<file path="src/rtl/prot_pkg.sv">
// constants shared by the excitation and underspeed protection block
`default_nettype none
package prot_pkg;
  // timing: figures in their own unit, cycle counts derived at 20 MHz
  localparam int CLK_PERIOD_NS    = 50;
  localparam int SAMPLE_PERIOD_US = 1000;
  localparam int SAMPLE_CYCLES    = SAMPLE_PERIOD_US * 1000 / CLK_PERIOD_NS;
  localparam int LED_SLOW_MS      = 500;
  localparam int LED_MED_MS       = 250;
  localparam int LED_FAST_MS      = 125;
  localparam logic [11:0] LED_SLOW_TICKS = 12'(LED_SLOW_MS * 1000 / SAMPLE_PERIOD_US);
  localparam logic [11:0] LED_MED_TICKS  = 12'(LED_MED_MS * 1000 / SAMPLE_PERIOD_US);
  localparam logic [11:0] LED_FAST_TICKS = 12'(LED_FAST_MS * 1000 / SAMPLE_PERIOD_US);
  // register indices, byte address is four times the index
  localparam logic [5:0] IDX_US_THR     = 6'h15;  // 21
  localparam logic [5:0] IDX_EXC_LIMIT  = 6'h16;  // 22
  localparam logic [5:0] IDX_VF_SLOPE   = 6'h17;  // 23
  localparam logic [5:0] IDX_OE_GAIN    = 6'h1c;  // 28
  localparam logic [5:0] IDX_DERATE     = 6'h1d;  // 29
  localparam logic [5:0] IDX_THR_SRC    = 6'h22;  // 34
  localparam logic [5:0] IDX_TEMP       = 6'h2d;  // 45
  localparam logic [5:0] IDX_APPLIED    = 6'h37;  // 55
  localparam logic [5:0] IDX_CTRL       = 6'h3c;
  localparam logic [5:0] IDX_STATUS     = 6'h3d;
  localparam logic [5:0] IDX_IRQ_STAT   = 6'h3e;
  localparam logic [5:0] IDX_IRQ_MASK   = 6'h3f;
  // control bits
  localparam int CTRL_AMP_EN = 0;
  localparam int CTRL_HZ_EN  = 1;
  localparam int CTRL_JMP_EN = 2;
  localparam int CTRL_MODE60 = 3;
  // event bits, same layout in status, irq status and mask
  localparam int EV_OVEREXC   = 0;
  localparam int EV_UNDERSPD  = 1;
  // reset values
  localparam logic [14:0] RST_EXC_LIMIT = 15'h7fff;
  localparam logic [14:0] RST_US_THR    = 15'h4000;  // 16384
  localparam logic [14:0] RST_VF_SLOPE  = 15'h2328;  // 9000
  localparam logic [14:0] RST_OE_GAIN   = 15'h0400;
  localparam logic [14:0] RST_DERATE    = 15'h2000;
  localparam logic [3:0]  RST_CTRL      = 4'h0;
  // frequencies in tenths of a hertz
  localparam logic [15:0] KNEE_50   = 16'h01ea;  // 49.0
  localparam logic [15:0] KNEE_60   = 16'h0237;  // 56.7
  localparam logic [15:0] US_LO_50  = 16'h0190;  // 40
  localparam logic [15:0] US_MID_50 = 16'h01c2;  // 45
  localparam logic [15:0] US_SPN_50 = 16'h0032;  // 5 Hz span
  localparam logic [15:0] US_LO_60  = 16'h01e0;  // 48
  localparam logic [15:0] US_MID_60 = 16'h021c;  // 54
  localparam logic [15:0] US_SPN_60 = 16'h003c;  // 6 Hz span
  localparam logic [14:0] P_MID     = 15'h4000;
  localparam logic [31:0] P_ROUND   = 32'h0000_2000;
  // arithmetic scaling
  localparam logic [15:0] VNOM         = 16'h7fff;
  localparam int          TEMP_SHIFT   = 8;
  localparam int          GAIN_SHIFT   = 12;
  localparam int          DERATE_SHIFT = 10;
  localparam int          VF_SHIFT     = 6;
  localparam logic [1:0]  RESP_OKAY    = 2'h0;
  localparam logic [1:0]  RESP_SLVERR  = 2'h2;
endpackage
`default_nettype wire

</file>
<file path="src/rtl/thermal_estimator.sv">
// first-order rotor winding temperature estimate
`timescale 1ns/1ps
`default_nettype none
module thermal_estimator
  import prot_pkg::*;
(
  input  wire logic        clk,
  input  wire logic        rst,
  input  wire logic        tick,
  input  wire logic [14:0] exc_level,
  output logic      [14:0] temp_q
);
  logic signed [16:0] diff;

  assign diff = $signed({2'h0, exc_level}) - $signed({2'h0, temp_q});

  // closes a fixed fraction of the gap each tick, so the curve is exponential
  always_ff @(posedge clk or posedge rst) begin
    if (rst) begin
      temp_q <= 15'h0000;
    end else if (tick) begin
      temp_q <= temp_q + 15'(diff >>> TEMP_SHIFT);
    end
  end
endmodule // thermal_estimator
`default_nettype wire

</file>
<file path="src/rtl/limit_derate.sv">
// lowers the excitation limit in proportion to frequency below the knee
`timescale 1ns/1ps
`default_nettype none
module limit_derate
  import prot_pkg::*;
(
  input  wire logic        clk,
  input  wire logic        rst,
  input  wire logic [14:0] limit,
  input  wire logic [15:0] freq,
  input  wire logic [15:0] knee,
  input  wire logic [14:0] derate,
  output logic      [14:0] eff_q
);
  logic [15:0] deficit;
  logic [31:0] prod;
  logic [31:0] frac_full;
  logic [14:0] frac;
  logic [29:0] red;

  assign deficit   = (freq < knee) ? knee - freq : 16'h0000;
  assign prod      = 32'(deficit) * 32'(derate);
  assign frac_full = prod >> DERATE_SHIFT;
  assign frac      = (frac_full > 32'h0000_7fff) ? 15'h7fff : frac_full[14:0];
  assign red       = 30'(limit) * 30'(frac);

  // red never exceeds limit since frac stays below one
  always_ff @(posedge clk or posedge rst) begin
    if (rst) begin
      eff_q <= 15'h0000;
    end else begin
      eff_q <= limit - red[29:15];
    end
  end
endmodule // limit_derate
`default_nettype wire

</file>
<file path="src/rtl/exc_protect.sv">
// excitation overcurrent and underspeed protection with AXI4-Lite registers
`timescale 1ns/1ps
`default_nettype none
module exc_protect
  import prot_pkg::*;
#(
  parameter int SAMPLE_CYCLES_P = SAMPLE_CYCLES
) (
  input  wire logic        clk,
  input  wire logic        rst,
  input  wire logic [14:0] exc_level,
  input  wire logic [15:0] freq_meas,
  input  wire logic [14:0] current_limit_trimmer,
  input  wire logic [14:0] hz_trimmer,
  input  wire logic        line_sel_pin,
  input  wire logic [7:0]  awaddr,
  input  wire logic        awvalid,
  output logic             awready,
  input  wire logic [31:0] wdata,
  input  wire logic [3:0]  wstrb,
  input  wire logic        wvalid,
  output logic             wready,
  output logic [1:0]       bresp,
  output logic             bvalid,
  input  wire logic        bready,
  input  wire logic [7:0]  araddr,
  input  wire logic        arvalid,
  output logic             arready,
  output logic [31:0]      rdata,
  output logic [1:0]       rresp,
  output logic             rvalid,
  input  wire logic        rready,
  output logic [15:0]      voltage_setpoint,
  output logic             alarm_overexc,
  output logic             alarm_underspeed,
  output logic             indicator_led,
  output logic             irq
);
  logic        aw_have_q, w_have_q, wr_commit, wr_ok;
  logic [5:0]  aw_idx_q;
  logic [31:0] wdata_q;
  logic [3:0]  wstrb_q;
  logic [14:0] p_limit_q, p_thr_q, p_slope_q, p_gain_q, p_derate_q;
  logic [3:0]  ctrl_q;
  logic [1:0]  stat_q, mask_q, alarm_prev_q;
  logic [31:0] tick_cnt_q;
  logic        tick, sync1_q, sync2_q, mode60;
  logic [14:0] temp, applied_q, eff_limit, thr_src;
  logic [15:0] thr_q, knee, vf_def, integ_q;
  logic [31:0] vf_prod, vf_shift, rd_val;
  logic        over, alarm5_q, alarm6_q, rd_ok;
  logic signed [32:0] step, integ_sum;
  logic signed [17:0] sp_calc;
  logic [11:0] led_cnt_q, led_period;

  function automatic logic [14:0] merge15(logic [14:0] old_v,
                                          logic [31:0] d, logic [3:0] s);
    logic [15:0] r;
    r = {1'b0, old_v};
    if (s[0]) r[7:0] = d[7:0];
    if (s[1]) r[15:8] = d[15:8];
    return r[14:0];
  endfunction

  function automatic logic [15:0] us_threshold(logic [14:0] p, logic m60);
    logic [15:0] base, span;
    logic [14:0] d;
    logic [31:0] sc;
    span = m60 ? US_SPN_60 : US_SPN_50;
    if (p < P_MID) begin
      base = m60 ? US_LO_60 : US_LO_50;
      d    = p;
    end else begin
      base = m60 ? US_MID_60 : US_MID_50;
      d    = p - P_MID;
    end
    sc = 32'(d) * 32'(span) + P_ROUND;
    return base + sc[29:14];
  endfunction

  // jumper pin is asynchronous to clk
  always_ff @(posedge clk or posedge rst) begin
    if (rst) begin
      sync1_q <= 1'b0;
      sync2_q <= 1'b0;
    end else begin
      sync1_q <= line_sel_pin;
      sync2_q <= sync1_q;
    end
  end

  always_ff @(posedge clk or posedge rst) begin
    if (rst) begin
      tick_cnt_q <= 32'h0000_0000;
    end else if (tick) begin
      tick_cnt_q <= 32'h0000_0000;
    end else begin
      tick_cnt_q <= tick_cnt_q + 32'h0000_0001;
    end
  end
  assign tick = (tick_cnt_q == 32'(SAMPLE_CYCLES_P - 1));

  // AXI4-Lite write path: address and data taken in either order
  assign awready   = !aw_have_q && !bvalid;
  assign wready    = !w_have_q && !bvalid;
  assign wr_commit = aw_have_q && w_have_q && !bvalid;
  assign wr_ok     = (aw_idx_q == IDX_US_THR) || (aw_idx_q == IDX_EXC_LIMIT)
                  || (aw_idx_q == IDX_VF_SLOPE) || (aw_idx_q == IDX_OE_GAIN)
                  || (aw_idx_q == IDX_DERATE) || (aw_idx_q == IDX_CTRL)
                  || (aw_idx_q == IDX_IRQ_STAT) || (aw_idx_q == IDX_IRQ_MASK);

  always_ff @(posedge clk or posedge rst) begin
    if (rst) begin
      aw_have_q <= 1'b0;
      aw_idx_q  <= 6'h00;
      w_have_q  <= 1'b0;
      wdata_q   <= 32'h0000_0000;
      wstrb_q   <= 4'h0;
    end else begin
      if (awvalid && awready) begin
        aw_have_q <= 1'b1;
        aw_idx_q  <= awaddr[7:2];
      end else if (wr_commit) begin
        aw_have_q <= 1'b0;
      end
      if (wvalid && wready) begin
        w_have_q <= 1'b1;
        wdata_q  <= wdata;
        wstrb_q  <= wstrb;
      end else if (wr_commit) begin
        w_have_q <= 1'b0;
      end
    end
  end

  always_ff @(posedge clk or posedge rst) begin
    if (rst) begin
      bvalid <= 1'b0;
      bresp  <= RESP_OKAY;
    end else if (wr_commit) begin
      bvalid <= 1'b1;
      bresp  <= wr_ok ? RESP_OKAY : RESP_SLVERR;
    end else if (bready) begin
      bvalid <= 1'b0;
    end
  end

  always_ff @(posedge clk or posedge rst) begin
    if (rst) begin
      p_limit_q  <= RST_EXC_LIMIT;
      p_thr_q    <= RST_US_THR;
      p_slope_q  <= RST_VF_SLOPE;
      p_gain_q   <= RST_OE_GAIN;
      p_derate_q <= RST_DERATE;
      mask_q     <= 2'h0;
    end else if (wr_commit) begin
      if (aw_idx_q == IDX_EXC_LIMIT) p_limit_q <= merge15(p_limit_q, wdata_q, wstrb_q);
      if (aw_idx_q == IDX_US_THR) p_thr_q <= merge15(p_thr_q, wdata_q, wstrb_q);
      if (aw_idx_q == IDX_VF_SLOPE) p_slope_q <= merge15(p_slope_q, wdata_q, wstrb_q);
      if (aw_idx_q == IDX_OE_GAIN) p_gain_q <= merge15(p_gain_q, wdata_q, wstrb_q);
      if (aw_idx_q == IDX_DERATE) p_derate_q <= merge15(p_derate_q, wdata_q, wstrb_q);
      if (aw_idx_q == IDX_IRQ_MASK && wstrb_q[0]) mask_q <= wdata_q[1:0];
    end
  end

  // a threshold or slope write hands the source back to the parameter
  always_ff @(posedge clk or posedge rst) begin
    if (rst) begin
      ctrl_q <= RST_CTRL;
    end else if (wr_commit) begin
      if (aw_idx_q == IDX_CTRL && wstrb_q[0]) ctrl_q <= wdata_q[3:0];
      if (aw_idx_q == IDX_US_THR || aw_idx_q == IDX_VF_SLOPE) begin
        ctrl_q[CTRL_HZ_EN] <= 1'b0;
      end
    end
  end

  // sticky events; a new edge in the clearing cycle wins
  always_ff @(posedge clk or posedge rst) begin
    if (rst) begin
      stat_q       <= 2'h0;
      alarm_prev_q <= 2'h0;
    end else begin
      alarm_prev_q <= {alarm6_q, alarm5_q};
      stat_q <= ({alarm6_q, alarm5_q} & ~alarm_prev_q)
              | (stat_q & ~((wr_commit && aw_idx_q == IDX_IRQ_STAT
                             && wstrb_q[0]) ? wdata_q[1:0] : 2'h0));
    end
  end
  assign irq = |(stat_q & mask_q);

  // AXI4-Lite read path
  assign arready = !rvalid;
  always_comb begin
    rd_ok  = 1'b1;
    rd_val = 32'h0000_0000;
    case (araddr[7:2])
      IDX_US_THR:    rd_val = 32'(p_thr_q);
      IDX_EXC_LIMIT: rd_val = 32'(p_limit_q);
      IDX_VF_SLOPE:  rd_val = 32'(p_slope_q);
      IDX_OE_GAIN:   rd_val = 32'(p_gain_q);
      IDX_DERATE:    rd_val = 32'(p_derate_q);
      IDX_THR_SRC:   rd_val = 32'(thr_src);
      IDX_TEMP:      rd_val = 32'(temp);
      IDX_APPLIED:   rd_val = 32'(applied_q);
      IDX_CTRL:      rd_val = 32'(ctrl_q);
      IDX_STATUS:    rd_val = 32'({alarm6_q, alarm5_q});
      IDX_IRQ_STAT:  rd_val = 32'(stat_q);
      IDX_IRQ_MASK:  rd_val = 32'(mask_q);
      default:       rd_ok  = 1'b0;
    endcase
  end

  always_ff @(posedge clk or posedge rst) begin
    if (rst) begin
      rvalid <= 1'b0;
      rdata  <= 32'h0000_0000;
      rresp  <= RESP_OKAY;
    end else if (arvalid && arready) begin
      rvalid <= 1'b1;
      rdata  <= rd_val;
      rresp  <= rd_ok ? RESP_OKAY : RESP_SLVERR;
    end else if (rready) begin
      rvalid <= 1'b0;
    end
  end

  thermal_estimator u_est (
    .clk       (clk),
    .rst       (rst),
    .tick      (tick),
    .exc_level (exc_level),
    .temp_q    (temp)
  );

  assign mode60 = (ctrl_q[CTRL_JMP_EN] && sync2_q) || ctrl_q[CTRL_MODE60];
  assign knee   = mode60 ? KNEE_60 : KNEE_50;

  always_ff @(posedge clk or posedge rst) begin
    if (rst) begin
      applied_q <= RST_EXC_LIMIT;
    end else begin
      applied_q <= ctrl_q[CTRL_AMP_EN] ? current_limit_trimmer : p_limit_q;
    end
  end

  limit_derate u_derate (
    .clk    (clk),
    .rst    (rst),
    .limit  (applied_q),
    .freq   (freq_meas),
    .knee   (knee),
    .derate (p_derate_q),
    .eff_q  (eff_limit)
  );

  // integral-only loop, gain shapes stability with a strong magnetic gain
  assign over      = temp > eff_limit;
  assign step      = ($signed({18'h0, temp}) - $signed({18'h0, eff_limit}))
                   * $signed({18'h0, p_gain_q}) >>> GAIN_SHIFT;
  assign integ_sum = $signed({17'h0, integ_q}) + step;

  always_ff @(posedge clk or posedge rst) begin
    if (rst) begin
      integ_q <= 16'h0000;
    end else if (tick) begin
      if (integ_sum < 0) begin
        integ_q <= 16'h0000;
      end else if (integ_sum > $signed({17'h0, VNOM})) begin
        integ_q <= VNOM;
      end else begin
        integ_q <= integ_sum[15:0];
      end
    end
  end

  // alarm 5 lasts until the loop has fully unwound
  always_ff @(posedge clk or posedge rst) begin
    if (rst) begin
      alarm5_q <= 1'b0;
      alarm6_q <= 1'b0;
    end else begin
      alarm5_q <= over || (integ_q != 16'h0000);
      alarm6_q <= freq_meas < thr_q;
    end
  end
  assign alarm_overexc    = alarm5_q;
  assign alarm_underspeed = alarm6_q;

  assign thr_src = ctrl_q[CTRL_HZ_EN] ? hz_trimmer : p_thr_q;
  always_ff @(posedge clk or posedge rst) begin
    if (rst) begin
      thr_q <= US_MID_50;
    end else begin
      thr_q <= us_threshold(thr_src, mode60);
    end
  end

  assign vf_def   = (freq_meas < thr_q) ? thr_q - freq_meas : 16'h0000;
  assign vf_prod  = 32'(vf_def) * 32'(p_slope_q);
  assign vf_shift = vf_prod >> VF_SHIFT;
  assign sp_calc  = $signed({2'h0, VNOM})
                  - $signed({2'h0, (vf_shift > 32'(VNOM)) ? VNOM : vf_shift[15:0]})
                  - $signed({2'h0, integ_q});

  always_ff @(posedge clk or posedge rst) begin
    if (rst) begin
      voltage_setpoint <= VNOM;
    end else begin
      voltage_setpoint <= (sp_calc < 0) ? 16'h0000 : sp_calc[15:0];
    end
  end

  // flash rate tells which alarm is up
  assign led_period = alarm5_q ? LED_FAST_TICKS
                    : (alarm6_q ? LED_MED_TICKS : LED_SLOW_TICKS);
  always_ff @(posedge clk or posedge rst) begin
    if (rst) begin
      led_cnt_q     <= 12'h000;
      indicator_led <= 1'b0;
    end else if (tick) begin
      if (led_cnt_q >= led_period - 12'h001) begin
        led_cnt_q     <= 12'h000;
        indicator_led <= !indicator_led;
      end else begin
        led_cnt_q <= led_cnt_q + 12'h001;
      end
    end
  end
endmodule // exc_protect
`default_nettype wire

</file>
<file path="config.mk">
export PLATFORM = sky130hd
export DESIGN_NAME = exc_protect
export DESIGN_NICKNAME = d
export VERILOG_FILES = /design/src/rtl/prot_pkg.sv /design/src/rtl/thermal_estimator.sv /design/src/rtl/limit_derate.sv /design/src/rtl/exc_protect.sv
export SDC_FILE = /design/constraint.sdc
export NUM_CORES = 2
export LEC_CHECK = 0
export BUFFER_PORTS_ARGS = -buffer_cell sky130_fd_sc_hd__buf_2
export CORE_AREA = 2 2 360 273
export DETAILED_ROUTE_END_ITERATION = 7
export DIE_AREA = 0 0 362 275
export HOLD_SLACK_MARGIN = 0.15
export PLACE_DENSITY = 0.68
export SYNTH_ARGS = -nofsm -noshare
export SYNTH_HDL_FRONTEND = slang
export SYNTH_SLANG_ARGS = --single-unit
</file>
<file path="constraint.sdc">
create_clock -name clk -period 32.2 [get_ports clk]
set_input_delay 1.61 -clock clk [delete_from_list [all_inputs] [get_ports clk]]
set_output_delay 1.61 -clock clk [all_outputs]
set_load 0.01 [all_outputs]
</file>
==> flow_summary.toml <==
[clock_tree]
cts_setup_buffers = 0
worstSkewPairLatency_ps = 620
cts_tree = "done"
cts_hold_buf = 0
root_buffer = "clkbuf_16"
clk_pin_slew_worst_paths_ps = 70
cts_max_path_buffers = 3
clock_sinks = 266
cts_resized = 0
numCtsBuffers = 28
htreeDepth = 1

[drt]
wl_met1_mm = 61.10
met3WireLength_mm = 12.68
wirelength_mm = 131.3
drc = 0
drt_iter0_markers = 2773
viasPerCell = 5.484
highest_layer = "met5"
drtAntennaViolNets = 0
dr_wl_met2_mm = 54.18
routedWlPerCell_microns = 19.35
routed-via-count = 37216
dr.pass1.iters = 7

[floorplanning]
rows = 99
die_x_microns = 362
die_y_microns = 275
start_util_pct = 51.50
die_area_sq_um = 99550
core_area_sq_um = 96250
num_io_pins = 182

[synth]
avgSynthCellArea_sq_um = 9.228
synth_flop_cell = "dfrtp_1"
synth_seq_cells = 266
synth_xor_area_share_pct = 3.387
synthSimpleGateAreaFrac_pct = 15.85
synth-edff-count = 0
synth-compound-area-share_pct = 8.514
synth_mux_area_share_pct = 3.137
synthAdderAreaFrac_pct = 46.05
syn-cell-area_sq_um = 49570
syn_inst = 5372
ys_warn_count = 0
synthArstFlopShare_pct = 100.0
seq_area_frac_synth_pct = 13.57
synthDistinctLibCells = 107
synth_top_family_by_area = "adder cells"

[placement]
io_buffers = 139
place_ws_ps = 13100
dp.cells = 6733
routabilityCongestion = 0.9350
detailed_place_hpwl_mm = 106.3

[timing]
finalCriticalPeriod_ps = 19120
timing.final.crit_share_pct = 59.39
max_slew_margin_pct = 13.59
hold_viol_final = 0
max_freq_mhz = 52.29
skew_ps = 29.23
rsz0062_at_grt = "no"
tightest_slew_ps = 1291
worst_slack_ps = 13080
slew_viol_final = 0
finalSetupViolCount = 0
setup_tns_ps = 0

[critical_path]
cp_common_cell = "fa_1"
crit_arrival_ps = 19580
required_ps = 32660
critPathCaptureType = "register"
cpPeakStageDelay_ps = 960
crit_path_top_delay_cell = "nor2_1"
start_kind = "register"
path_max_fanout = 33
critPathKind = "register to register"

[worst_hold_path]
hp-class = "register to register"

[final_layout]
areaGrowthSynthToFinish_pct = 6.494
fin_nets = 6960
layout.cells.non_filler = 6786
drive_gt1_share_pct = 8.800
utilization_pct = 54.85
final_common_cell = "inv_1"
mostFrequentLayoutCells = "inv_1 (1017), fa_1 (811), nand2_1 (618)"

[grt]
grt_max_degree = 74
grt_antenna_before_repair = 8
grt_pass1_vias = 37709
track_usage_pct = 27.05
grt_pass1_wl_mm = 210.5
gr-total-overflow = 0

[power_and_ir_drop]
power_density_nw_per_um2 = 90.59
ir_drop_uv = 133.2
p_leak_nw = 27.06

[flow_run]
drv_cap = 0

[outcome]
status = "completed"
## layer usage
layer	up-vias	global-route usage, %
met5	-	0
met1	18758	40.41
li1	17054	-
met3	150	7.250
met2	1242	39.13
met4	12	6.064
## Yosys cell counts, types with 9 or more instances
| cell | count | area (sq um) |
|---|---|---|
| nand2b_1 | 39 | 244.0 |
| and4_1 | 12 | 105.1 |
| nor2_2 | 10 | 62.56 |
| a21oi_1 | 149 | 745.7 |
| dfstp_2 | 57 | 1498 |
| and3_1 | 16 | 100.1 |
| clkbuf_1 | 169 | 634.4 |
| mux2_2 | 113 | 1272 |
| o21ai_0 | 124 | 620.6 |
| nor2_1 | 224 | 840.8 |
| nor2b_1 | 93 | 581.8 |
| nand3_1 | 44 | 220.2 |
| fa_1 | 811 | 16240 |
| a31oi_1 | 22 | 137.6 |
| nor3_1 | 54 | 270.3 |
| nor3b_1 | 10 | 75.07 |
| nand4_1 | 37 | 231.5 |
| and2_1 | 356 | 2227 |
| a21o_1 | 88 | 660.6 |
| a21boi_0 | 12 | 90.09 |
| mux2i_1 | 26 | 260.3 |
| xor2_1 | 62 | 543.0 |
| o21ai_1 | 9 | 45.04 |
| nand2_1 | 618 | 2320 |
| a22oi_1 | 28 | 210.2 |
| inv_1 | 1018 | 3821 |
| a221oi_1 | 21 | 183.9 |
| xnor2_1 | 126 | 1104 |
| o21a_1 | 30 | 225.2 |
| buf_4 | 23 | 172.7 |
| a211oi_1 | 22 | 165.2 |
| dfrtp_1 | 209 | 5230 |
| ha_1 | 527 | 6594 |
| o21bai_1 | 21 | 157.7 |
| nor4_1 | 25 | 156.4 |
## cells by family after synthesis
family	count (synthesis)
multiplexers	140
other	2
adder cells (fa/ha/maj)	1338
flip-flops	266
AO/OA/AOI/OAI	625
XOR/XNOR	190
AND/OR/NAND/NOR	1587
buffers and inverters	1224
## worst paths after layout
check                                     end  slack, ps            start  cells past startpoint
setup / recovery           u_derate.eff_q[13]      13080        ctrl_q[2]                     66
hold / removal                      stat_q[1]        420  alarm_prev_q[1]                      1
setup reg to reg           u_derate.eff_q[13]      13080        ctrl_q[2]                     66
hold reg to reg                     stat_q[1]        420  alarm_prev_q[1]                      1
max in group asynchronous       tick_cnt_q[1]      28920              rst                      4
min in group asynchronous       p_derate_q[8]       1020              rst                      2
## critical path, delay by kind of cell (launching register included)
family / cells / cell delay (ps)
buf+inv: 11 / 1250
mux: 1 / 110
fa+ha+maj: 17 / 7250
compound gates: 21 / 4410
xor+xnor: 1 / 200
simple gates: 15 / 5300
flops: 1 / 390
## metrics by stage
stage	power (mW)	hold slack, ps	instance area [sq um]
finish	4.782	422.2	52790
detailed placement	4.402	416.2	51860
global route	5.347	447.4	52790
floorplan	3.459	331.2	49970
global placement	4.319	407.4	51860
CTS	4.805	424.4	52790
## report_power, final
part / internal (mW) / switching (mW) / leakage, nW
registers: 0.435 / 0.203 / 3.28
clock network: 0.183 / 0.159 / 0.443
logic: 1.59 / 2.21 / 23.3
## area by class of cell
| class | instances | area [sq um] |
|---|---|---|
| diodes | 1 | 2.502 |
| fillers | 8728 | 43460 |
| multi-input cells | 3988 | 38590 |
| clock buffers | 36 | 750.7 |
| well taps | 1262 | 1579 |
| flip-flops and latches | 266 | 6728 |
| inverters | 1020 | 3836 |
| clock inverters | 16 | 176.4 |
| repair buffers | 197 | 1131 |
## registers in the layout, summed over array words and instances (netlist names), 2 cells and up
name and flops:
applied_q 15, u_est.temp_q 15, mask_q 2, aw_idx_q 6, voltage_setpoint 16, wstrb_q 2
u_derate.eff_q 15, integ_q 16, led_cnt_q 12, ctrl_q 4, p_thr_q 15, alarm_prev_q 2
p_gain_q 15, p_limit_q 15, rdata 15, wdata_q 15, stat_q 2, p_derate_q 15
p_slope_q 15, thr_q 11, tick_cnt_q 32
Power figures use the tool's default switching activity.
